## config.mk

```make
export PLATFORM = sky130hd
export DESIGN_NAME = host_port
export DESIGN_NICKNAME = d
export VERILOG_FILES = /design/src/verilog/host_port_pkg.sv /design/src/verilog/host_port.sv /design/src/verilog/pin_sync.sv
export SDC_FILE = /design/constraint.sdc
export NUM_CORES = 1
export LEC_CHECK = 0
export BUFFER_PORTS_ARGS = -buffer_cell sky130_fd_sc_hd__buf_2
export CAP_MARGIN = 20
export CORE_ASPECT_RATIO = 0.9
export CORE_MARGIN = 1.5
export CORE_UTILIZATION = 56
export DETAILED_ROUTE_END_ITERATION = 8
export PLACE_DENSITY = 0.84
export SKIP_LAST_GASP = 1
export SLEW_MARGIN = 0
export SYNTH_ARGS = -nofsm -noshare
export SYNTH_HDL_FRONTEND = slang
export SYNTH_SLANG_ARGS = --single-unit
```

## constraint.sdc

```tcl
create_clock -name i_clock -period 5.65 [get_ports i_clock]
set_input_delay 0.2825 -clock i_clock [delete_from_list [all_inputs] [get_ports i_clock]]
set_output_delay 0.2825 -clock i_clock [all_outputs]
set_load 0.01 [all_outputs]
```

## src/verilog/host_port_pkg.sv

```systemverilog
// constants and types shared by the isa/eisa host slave port
// Behaviour
// isa write data taken on strobe trailing edge
// ready drops at strobe start, returns later
// lane enables pick bytes; unused lanes idle
// decode output low on address hit, qualifier low
// isa board ties address strobe and upper pins
// eisa mode is 32-bit slave with dma
// eisa glue derives strobes from bus commands
// eisa i/o cycles never stretched by ready
// dma burst moves one dword per bus clock
// host keeps dma doubleword aligned
// dma held off while exrdy requests waits
// eisa address latched on address strobe rise
// qualifier transparent while strobe low, then held
// board ors memory select and address enable
// host keeps strobes idle during dma bursts
// board drives lane enables from a0, sbhe
// ready stays high while no strobe active
`default_nettype none

package host_port_pkg;

  // ----------------------------------------
  // widths and synchroniser depth
  // ----------------------------------------
  localparam int ADDR_MSB = 15; // top address bit seen by the port
  localparam int ADDR_LSB = 1; // lowest address bit on the port pins; a0 feeds lane enables
  localparam int DEC_LSB = 4; // lowest bit used by the local decode
  localparam int DATA_W = 32; // data pins
  localparam int LANES = 4; // byte lanes
  localparam int SYNC_STAGES = 2; // flip-flops on every pin input
  localparam int SYNC_W = 60; // width of the synchronised pin bundle

  // ----------------------------------------
  // values after reset, and the full lane mask
  // ----------------------------------------
  localparam logic READY_RESET = 1'b1; // ready high when idle
  localparam logic DECODE_RESET = 1'b1; // decode output inactive (high)
  localparam logic [LANES-1:0] OE_RESET = 4'h0; // data pins released
  localparam logic [LANES-1:0] ALL_LANES = 4'hf; // full doubleword

  // ----------------------------------------
  // port sequencer states
  // ----------------------------------------
  typedef enum logic [1:0] {
    ST_IDLE,
    ST_WRITE,
    ST_READ,
    ST_DMA
  } port_state_e;

endpackage

`default_nettype wire

```

## src/verilog/host_port.sv

```systemverilog
// isa / eisa slave host port: decode, strobes, ready and dma burst path
`default_nettype none

module host_port (
  // clock and reset
  input wire logic i_clock,
  input wire logic i_sys_rst,
  // configuration (pin strap and device base address)
  input wire logic i_eisa_mode,
  input wire logic [host_port_pkg::ADDR_MSB:host_port_pkg::DEC_LSB] i_base_addr,
  // host address and qualifiers
  input wire logic [host_port_pkg::ADDR_MSB:host_port_pkg::ADDR_LSB] i_address,
  input wire logic i_io_space_qualifier,
  input wire logic i_address_strobe_n,
  input wire logic [host_port_pkg::LANES-1:0] i_lane_enable_n,
  // host strobes
  input wire logic i_read_strobe_n,
  input wire logic i_write_strobe_n,
  // host data pins (in, out, per-lane enable)
  input wire logic [host_port_pkg::DATA_W-1:0] i_data,
  output logic [host_port_pkg::DATA_W-1:0] o_data,
  output logic [host_port_pkg::LANES-1:0] o_data_oe,
  // host handshake outputs
  output logic o_async_ready_out,
  output logic o_local_device_decode_n,
  // eisa dma pins
  input wire logic i_dma_ack_n,
  input wire logic i_dma_write,
  input wire logic i_bus_clock,
  input wire logic i_exrdy,
  // internal register side
  input wire logic i_reg_busy,
  input wire logic [host_port_pkg::DATA_W-1:0] i_reg_rdata,
  output logic o_reg_wr,
  output logic o_reg_rd,
  output logic [host_port_pkg::ADDR_MSB:host_port_pkg::ADDR_LSB] o_reg_addr,
  output logic [host_port_pkg::LANES-1:0] o_reg_lanes,
  output logic [host_port_pkg::DATA_W-1:0] o_wdata,
  // internal dma side
  input wire logic [host_port_pkg::DATA_W-1:0] i_dma_rdata,
  output logic o_dma_wr,
  output logic o_dma_rd_taken
);

  // ----------------------------------------
  // all state of the port
  // ----------------------------------------
  typedef struct packed {
    host_port_pkg::port_state_e state; // sequencer state
    logic [host_port_pkg::ADDR_MSB:host_port_pkg::ADDR_LSB] lat_addr; // held address
    logic lat_qual; // held io qualifier
    logic [host_port_pkg::LANES-1:0] lat_lane_n; // held lane enables
    logic rd_prev; // last read strobe level
    logic wr_prev; // last write strobe level
    logic bclk_prev; // last bus clock level
    logic ready; // ready output
    logic decode_n; // local decode output
    logic [host_port_pkg::DATA_W-1:0] data_out; // read data on pins
    logic [host_port_pkg::LANES-1:0] data_oe; // lane drive enables
    logic reg_wr; // register write pulse
    logic reg_rd; // register read pulse
    logic [host_port_pkg::ADDR_MSB:host_port_pkg::ADDR_LSB] reg_addr; // access address
    logic [host_port_pkg::LANES-1:0] reg_lanes; // active byte lanes
    logic [host_port_pkg::DATA_W-1:0] wdata; // captured write data
    logic dma_wr; // dma write pulse
    logic dma_rd_taken; // dma read word taken
  } port_s;

  port_s s_q; // registered state
  port_s s_d; // next state

  // ----------------------------------------
  // pin synchronisers
  // ----------------------------------------
  logic [host_port_pkg::SYNC_W-1:0] pins_raw; // asynchronous pin bundle
  logic [host_port_pkg::SYNC_W-1:0] pins_s; // synchronised pin bundle

  assign pins_raw = {i_address, i_io_space_qualifier, i_address_strobe_n, i_lane_enable_n,
                     i_read_strobe_n, i_write_strobe_n, i_data, i_dma_ack_n, i_dma_write,
                     i_bus_clock, i_exrdy, i_eisa_mode};

  pin_sync #(
    .WIDTH(host_port_pkg::SYNC_W)
  ) u_pin_sync (
    .i_clock(i_clock),
    .i_sys_rst(i_sys_rst),
    .i_async(pins_raw),
    .o_sync(pins_s)
  );

  logic [host_port_pkg::ADDR_MSB:host_port_pkg::ADDR_LSB] addr_s; // synced address
  logic qual_s; // synced qualifier
  logic ads_n_s; // synced address strobe
  logic [host_port_pkg::LANES-1:0] lane_n_s; // synced lane enables
  logic rd_n_s; // synced read strobe
  logic wr_n_s; // synced write strobe
  logic [host_port_pkg::DATA_W-1:0] data_s; // synced data pins
  logic dma_ack_n_s; // synced dma acknowledge
  logic dma_write_s; // synced dma direction
  logic bclk_s; // synced bus clock
  logic exrdy_s; // synced exrdy
  logic eisa_s; // synced mode strap

  assign {addr_s, qual_s, ads_n_s, lane_n_s, rd_n_s, wr_n_s, data_s, dma_ack_n_s,
          dma_write_s, bclk_s, exrdy_s, eisa_s} = pins_s;

  // ----------------------------------------
  // helper functions
  // ----------------------------------------
  // active-low lane enables to a used-lane mask; isa has two lanes
  function automatic logic [host_port_pkg::LANES-1:0] lane_map(
    input logic eisa,
    input logic [host_port_pkg::LANES-1:0] lane_n
  );
    logic [host_port_pkg::LANES-1:0] used;
    used = ~lane_n;
    if (!eisa)
    begin
      used[host_port_pkg::LANES-1:2] = 2'h0;
    end
    return used;
  endfunction

  // address compare on bits 15..4, qualifier low enables
  function automatic logic addr_hit(
    input logic [host_port_pkg::ADDR_MSB:host_port_pkg::ADDR_LSB] addr,
    input logic qual,
    input logic [host_port_pkg::ADDR_MSB:host_port_pkg::DEC_LSB] base
  );
    return (addr[host_port_pkg::ADDR_MSB:host_port_pkg::DEC_LSB] == base) && !qual;
  endfunction

  // eisa ignores a1 and a0: accesses are doubleword addressed
  function automatic logic [host_port_pkg::ADDR_MSB:host_port_pkg::ADDR_LSB] acc_addr(
    input logic eisa,
    input logic [host_port_pkg::ADDR_MSB:host_port_pkg::ADDR_LSB] addr
  );
    logic [host_port_pkg::ADDR_MSB:host_port_pkg::ADDR_LSB] a;
    a = addr;
    if (eisa)
    begin
      a[host_port_pkg::ADDR_LSB] = 1'b0;
    end
    return a;
  endfunction

  // ----------------------------------------
  // next-state logic
  // ----------------------------------------
  logic hit; // current access decodes to this device
  logic [host_port_pkg::LANES-1:0] used; // lanes used by current access
  logic wr_fall; // write strobe leading edge
  logic wr_rise; // write strobe trailing edge
  logic rd_fall; // read strobe leading edge
  logic bclk_rise; // bus clock rising edge

  always_comb
  begin
    s_d = s_q;
    // pulses last one cycle
    s_d.reg_wr = 1'b0;
    s_d.reg_rd = 1'b0;
    s_d.dma_wr = 1'b0;
    s_d.dma_rd_taken = 1'b0;
    s_d.rd_prev = rd_n_s;
    s_d.wr_prev = wr_n_s;
    s_d.bclk_prev = bclk_s;

    wr_fall = !wr_n_s && s_q.wr_prev;
    wr_rise = wr_n_s && !s_q.wr_prev;
    rd_fall = !rd_n_s && s_q.rd_prev;
    bclk_rise = bclk_s && !s_q.bclk_prev;

    // address latch: follows while strobe low, held after its rise
    if (!ads_n_s)
    begin
      s_d.lat_addr = addr_s;
      s_d.lat_lane_n = lane_n_s;
      // qualifier latch
      s_d.lat_qual = qual_s;
    end

    hit = addr_hit(s_d.lat_addr, s_d.lat_qual, i_base_addr);
    used = lane_map(eisa_s, s_d.lat_lane_n);

    // local decode
    s_d.decode_n = !hit;

    unique case (s_q.state)
      host_port_pkg::ST_IDLE:
      begin
        // idle ready
        s_d.ready = 1'b1;
        s_d.data_oe = host_port_pkg::OE_RESET;
        if (wr_fall && hit)
        begin
          s_d.state = host_port_pkg::ST_WRITE;
          s_d.reg_addr = acc_addr(eisa_s, s_d.lat_addr);
          s_d.reg_lanes = used;
          // ready drop, R8 never in eisa
          s_d.ready = !(i_reg_busy && !eisa_s);
        end
        else if (rd_fall && hit)
        begin
          s_d.state = host_port_pkg::ST_READ;
          s_d.reg_rd = 1'b1;
          s_d.reg_addr = acc_addr(eisa_s, s_d.lat_addr);
          s_d.reg_lanes = used;
          // ready drop, R8 never in eisa
          s_d.ready = !(i_reg_busy && !eisa_s);
        end
        // dma only in eisa, strobes idle
        else if (eisa_s && !dma_ack_n_s && rd_n_s && wr_n_s)
        begin
          s_d.state = host_port_pkg::ST_DMA;
          s_d.reg_lanes = host_port_pkg::ALL_LANES;
        end
        else
        begin
          // nothing to start
          s_d.state = host_port_pkg::ST_IDLE;
        end
      end

      host_port_pkg::ST_WRITE:
      begin
        // ready return
        if (!i_reg_busy)
        begin
          s_d.ready = 1'b1;
        end
        // data capture
        if (wr_rise)
        begin
          s_d.wdata = data_s;
          s_d.reg_wr = 1'b1;
          s_d.ready = 1'b1;
          s_d.state = host_port_pkg::ST_IDLE;
        end
      end

      host_port_pkg::ST_READ:
      begin
        // ready return
        if (!i_reg_busy)
        begin
          s_d.ready = 1'b1;
        end
        if (rd_n_s)
        begin
          // strobe gone: release pins
          s_d.data_oe = host_port_pkg::OE_RESET;
          s_d.ready = 1'b1;
          s_d.state = host_port_pkg::ST_IDLE;
        end
        else
        begin
          // unused lanes tri-stated
          s_d.data_out = i_reg_rdata;
          s_d.data_oe = s_q.reg_lanes;
        end
      end

      host_port_pkg::ST_DMA:
      begin
        if (dma_ack_n_s)
        begin
          // burst over
          s_d.data_oe = host_port_pkg::OE_RESET;
          s_d.state = host_port_pkg::ST_IDLE;
        end
        // hold while exrdy low; R9 one dword per bus clock
        else if (bclk_rise && exrdy_s)
        begin
          // no alignment logic: doubleword lanes only
          if (dma_write_s)
          begin
            s_d.wdata = data_s;
            s_d.dma_wr = 1'b1;
            s_d.data_oe = host_port_pkg::OE_RESET;
          end
          else
          begin
            s_d.data_out = i_dma_rdata;
            s_d.data_oe = host_port_pkg::ALL_LANES;
            s_d.dma_rd_taken = 1'b1;
          end
        end
        else
        begin
          // wait for next bus clock edge
          s_d.state = host_port_pkg::ST_DMA;
        end
      end
    endcase
  end

  // ----------------------------------------
  // state register
  // ----------------------------------------
  always_ff @(posedge i_clock)
  begin
    if (i_sys_rst)
    begin
      s_q <= '0;
      s_q.state <= host_port_pkg::ST_IDLE;
      s_q.lat_qual <= 1'b1;
      s_q.lat_lane_n <= '1;
      s_q.rd_prev <= 1'b1;
      s_q.wr_prev <= 1'b1;
      s_q.bclk_prev <= 1'b1;
      s_q.ready <= host_port_pkg::READY_RESET;
      s_q.decode_n <= host_port_pkg::DECODE_RESET;
      s_q.data_oe <= host_port_pkg::OE_RESET;
    end
    else
    begin
      s_q <= s_d;
    end
  end

  // ----------------------------------------
  // outputs straight from the state register
  // ----------------------------------------
  assign o_data = s_q.data_out;
  assign o_data_oe = s_q.data_oe;
  assign o_async_ready_out = s_q.ready;
  assign o_local_device_decode_n = s_q.decode_n;
  assign o_reg_wr = s_q.reg_wr;
  assign o_reg_rd = s_q.reg_rd;
  assign o_reg_addr = s_q.reg_addr;
  assign o_reg_lanes = s_q.reg_lanes;
  assign o_wdata = s_q.wdata;
  assign o_dma_wr = s_q.dma_wr;
  assign o_dma_rd_taken = s_q.dma_rd_taken;

endmodule

`default_nettype wire

```

## src/verilog/pin_sync.sv

```systemverilog
// two-stage synchroniser bank for asynchronous pin inputs
`default_nettype none

module pin_sync #(
  parameter int WIDTH = 8
) (
  // clock and reset
  input wire logic i_clock,
  input wire logic i_sys_rst,
  // asynchronous side
  input wire logic [WIDTH-1:0] i_async,
  // synchronised side
  output logic [WIDTH-1:0] o_sync
);

  logic [WIDTH-1:0] meta_q; // first stage, read only by the second
  logic [WIDTH-1:0] sync_q; // second stage

  // two flops per bit; reset to all ones so strobes read inactive
  always_ff @(posedge i_clock)
  begin
    if (i_sys_rst)
    begin
      meta_q <= '1;
      sync_q <= '1;
    end
    else
    begin
      meta_q <= i_async;
      sync_q <= meta_q;
    end
  end

  assign o_sync = sync_q;

endmodule

`default_nettype wire

```

Word level (Yosys, flattened, before mapping) --
Index checks and enable logic that the tools add are counted.
Word-level totals: output and inout port bits 93, bits in registers 238, word-level logic and storage cells 112
Cells by class: bitwise operators 5, eq/ne operators 13, mux-type cells 37, reductions and logical operators 37
Operator list (count):
- 2-to-1 mux 32 bit | 4
- case mux 32 bit (2 select lines) | 2
- 2-to-1 mux 34 bit | 2
- 2-to-1 mux 36 bit | 1
- 2-to-1 mux 33 bit | 1
- 2-to-1 mux 20 bit | 1
- 2-to-1 mux 4 bit | 5
- 2-to-1 mux 19 bit | 1
- 2-to-1 mux 16 bit | 1
- 2-to-1 mux 2 bit | 8
- == test 12 bit | 1
- logical AND 1 bit | 12
- case mux 4 bit (3 select lines) | 1
- inequality test 2 bit, second input constant | 5
- AND reduction 5 bit | 2
- zero test 1 bit | 9
- nonzero test 3 bit | 3
- 2-to-1 mux 1 bit | 8
- case mux 2 bit (4 select lines) | 1
- inequality test 3 x 2 -> 1 bit, second input constant | 2
- AND reduction 2 bit | 3
- nonzero test 2 bit | 3
- == test 2 bit, second input constant | 2
- inequality test 2 x 1 -> 1 bit, second input constant | 2
- 9 further kinds | 12

Longest topological paths before layout --
depth in word-level cells 8, mapped depth 10

Hierarchy --
From an unflattened synthesis, not the netlist that was laid out.
Unflattened totals: cells, all modules 869, area, all modules 8765.9 um^2
Modules (own cells, without submodules):
- host_port | area an instance 5481.5 um^2, instances 1, cells each 616, sequential area each 2362.3 um^2
- pin_sync | area an instance 3284.4 um^2, instances 1, cells each 253, sequential area each 2402.3 um^2

Worst setup path after synthesis --
OpenSTA, ideal clock, no wires.
path kind flip-flop to flip-flop, start point register u_pin_sync.sync_q[43], in the netlist u_pin_sync.o_sync[43], end point register s_q, in the netlist o_reg_addr[10], path slack 3370 ps, stages on the path, launching flop included 10, setup time 140 ps, arrival time 2139 ps, required time 5510 ps, cells stage by stage dfxtp_1 buf_6 mux2_4 a222oi_1 nand4_1 nor4b_4 and2_1 buf_6 buf_8 a211oi_2
Between the ends: word-level cells in the longest chain between the ends 6, elaborated cells between the ends (all ways) 10, classes of those cells eq/ne (1); mux (3); reduce/logical (6)
Ends and longest elaborated chain:
- start: declaration | RTL line pin_sync.sv:17 | logic [WIDTH-1:0] sync_q;
- start signal: assignment | RTL line pin_sync.sv:30 | sync_q <= meta_q;
- 2-to-1 mux 20 bit (*) | RTL line host_port.sv:175 | if (!ads_n_s)
- == test 12 bit / zero test 1 bit (equally long branches) | RTL line host_port.sv:130 | return (addr[host_port_pkg::ADDR_MSB:host_port_pkg::DEC_LSB] == base) && !qual;
- logical AND 1 bit | RTL line host_port.sv:130
- logical AND 1 bit, on equally long branches | RTL line host_port.sv:195, host_port.sv:203
- nonzero test 2 bit (no line)
- AND reduction 2 bit (no line)
- end: declaration | RTL line host_port.sv:69 | port_s s_q;
Every way passes the cells marked *; elsewhere a longest branch is shown, timed or not. The select of a mux whose other input is x is not followed. A chain may end at the register's enable or synchronous reset.

Final worst setup path --
start point register u_pin_sync.sync_q[43], in the netlist u_pin_sync.o_sync[43], end point register s_q, in the netlist o_reg_addr[4]
Same word-level chain as after synthesis.

==> metrics.txt <==
status complete, no violations; asr flop ratio synth 0%; routed wire length 17.9 mm; WP data required 5.99 ns; maximum VDD drop 0.000349 V; Final HPWL DP 11.2 mm; clk_lat worst skew 0.52 ns; Post-synth EDFFs 0; Clock transition at path regs 0.06 ns; CTS Hold Bufs 60; Syn Inst Count 826; vias 6004; ratio of final minimum period to clock period 55.2%; GR Overflow Total 0; Final #Nets 1159; die width 135 µm; first-pass GRT wire length 28.5 mm; largest net degree at the start of global routing 161; share of cells above drive strength 1 40.3%; root buf cell clkbuf_16; core area 15300 µm²; site row count 43; number of buffers created by CTS 23; Yosys warnings 0; Max Freq 321 MHz; H-tree levels 1; CP delay by family, top simple AND/OR/NAND/NOR gates; die area 16300 µm²; CP Cell Sequence buf_4 -> mux2_2 -> a222oi_1 -> nand4_1 -> nor4b_4 -> and2_1 -> a211oi_1; drt via density 4.87; Worst setup EP type register; Yosys reg bits 238; Max clock buf depth 3; IO Port Bufs 231; WL/cell 14.5 µm; Initial Util 56.9%; RSZ-0062 raised after global routing false; area delta synth->final 23.1%; startpoint type of the worst setup path register; Clock Sinks 238; Fin. Hold Viols 0; post-synth design cell area 8730 µm²; Hold Slack 0.0940 ns; post-synthesis average cell area 10.6 µm²; commonest cells after routing, fill and taps aside 238 x dfxtp_1, 230 x buf_2, 123 x or2_2, 93 x nor2_1, 79 x mux2i_1; max incr delay on CP 0.78 ns; routing usage on met3 5.43%; Global Route Usage Sum 21.8%; vias in the first global route 5862; CP bufs+invs 1; Yosys cell types 46; CP Class register to register; Static Leak 4.65 nW; met1 usage 25.3%; Top Ports 232; register area share after synthesis 54.6%; M2 GR Usage 38.9%; antenna violations before repair 1; CP max stage cell and2_1; most common cell after layout, fill and taps aside dfxtp_1; Detailed Routing Iterations Pass 1 4; Power Dens Cells 405 nW/µm²; setup violators final 0; HP Class input pin to register; CTS tree built; CP max FO 29; DRC Markers 0; Slew HR 27.3%; Tmin final 3.12 ns; Most used DFF post-synth dfxtp_1; Slew Viols, Final 0; # Post-CTS Setup Buffers 0; skew final 0.0132 ns; Arr. time, crit path 3.46 ns; total negative slack 0 ns; slew at the pin closest to its max-slew limit 1.09 ns; post-cts gate resize count 0; Syn Nets 970; RePlAce Congestion 0.873; die height 121 µm; grt peak-use layer met2; antenna cells 0; initial DRC count 239; Max-cap violations 0; antenna-violating nets left 0
-- final cells by class --
type	instances	area (µm²)
Fill cell	1146	4590
Clock inverter	8	108
Tap cell	202	253
Timing Repair Buffer	297	1810
Clock buffer	33	683
Multi-Input combinational cell	446	3090
Sequential cell	238	4760
Inverter	9	33.8
-- state kept, by name, indices dropped and copies added, names as in the netlist --
signal / count
o_reg_addr: 15
o_data_oe: 4
o_dma_wr: 1
u_pin_sync.o_sync: 60
o_reg_wr: 1
o_local_device_decode_n: 1
o_reg_lanes: 4
o_reg_rd: 1
o_wdata: 32
o_dma_rd_taken: 1
u_pin_sync.meta_q: 60
s_q: 25
o_data: 32
o_async_ready_out: 1
-- final timing paths --
| kind | start | end | slack [ns] | cells after the start |
|---|---|---|---|---|
| setup reg to reg | u_pin_sync.o_sync[43] | o_reg_addr[4] | 2.53 | 7 |
| hold / removal | i_reg_rdata[26] | o_data[26] | 0.09 | 3 |
| hold reg to reg | u_pin_sync.meta_q[59] | u_pin_sync.o_sync[59] | 0.40 | 1 |
| setup / recovery | u_pin_sync.o_sync[43] | o_reg_addr[4] | 2.53 | 7 |
-- where the power goes --
group          total, W  switching [W]  internal [W]  leakage [nW]
sequential      0.00198      0.0000984       0.00189          1.96
combinational  0.000812       0.000435      0.000378          2.30
clock           0.00156       0.000621      0.000936         0.391
-- metal layers --
layer  up-vias  share of wire [%]  wire length, µm
li1       3032                  -                -
met1      2740                 40             7170
met2       192                 50             8900
met3        38                7.1             1270
met4         2                2.9              520
met5         -              0.078               14
-- cells in the mapped netlist, types with 2 or more instances --
cell	number	share of area [%]
xnor2_1	4	0.40
o22a_1	3	0.30
nor2b_1	8	0.57
ha_1	5	0.72
a211oi_2	10	1.4
o2111ai_1	2	0.20
buf_1	2	0.086
a211oi_1	37	3.2
nor3_1	8	0.46
buf_4	88	7.6
clkbuf_1	38	1.6
buf_6	3	0.39
mux2i_1	79	9.1
xor2_1	5	0.50
o21ai_0	3	0.17
nor2_1	93	4.0
nand2b_1	5	0.36
nor3b_1	4	0.34
o32a_1	4	0.46
a211o_1	4	0.40
inv_1	9	0.39
nand2_1	6	0.26
a21oi_1	24	1.4
or2_2	123	8.8
dfxtp_1	238	55
-- per-stage QoR --
| stage | instance area, µm² | instances | power, W | setup WS [ns] | util [%] |
|---|---|---|---|---|---|
| final | 10700 | 1233 | 0.00435 | 2.53 | 70.0 |
| after global placement | 9350 | 1132 | 0.00277 | 2.66 | 61.0 |
| after global routing | 10700 | 1233 | 0.00457 | 2.36 | 70.0 |
| after floorplan | 8730 | 826 | 0.00270 | 3.37 | - |
| after detailed placement | 9350 | 1132 | 0.00280 | 2.57 | 61.0 |
| after CTS | 10700 | 1233 | 0.00438 | 2.56 | 70.0 |
-- worst reg2reg max path: cells and delay by family, from the launching register on --
kind	cells	cell delay, ns
buffers and inverters	1	0.37
and+or+nand+nor	3	1.35
DFF	1	0.31
muxes	1	0.41
AOI/OAI and AO/OA	2	0.52
-- cells by family after synthesis --
family / after synthesis / share of synthesized area (%)
AO/OA/AOI/OAI: 96 / 8.36
XOR/XNOR: 9 / 0.903
adder cells (fa/ha/maj): 5 / 0.717
buffers and inverters: 142 / 10.3
flip-flops: 238 / 54.6
multiplexers: 82 / 9.52
AND/OR/NAND/NOR: 254 / 15.6
Note: power is estimated with default switching activity, not from simulation.
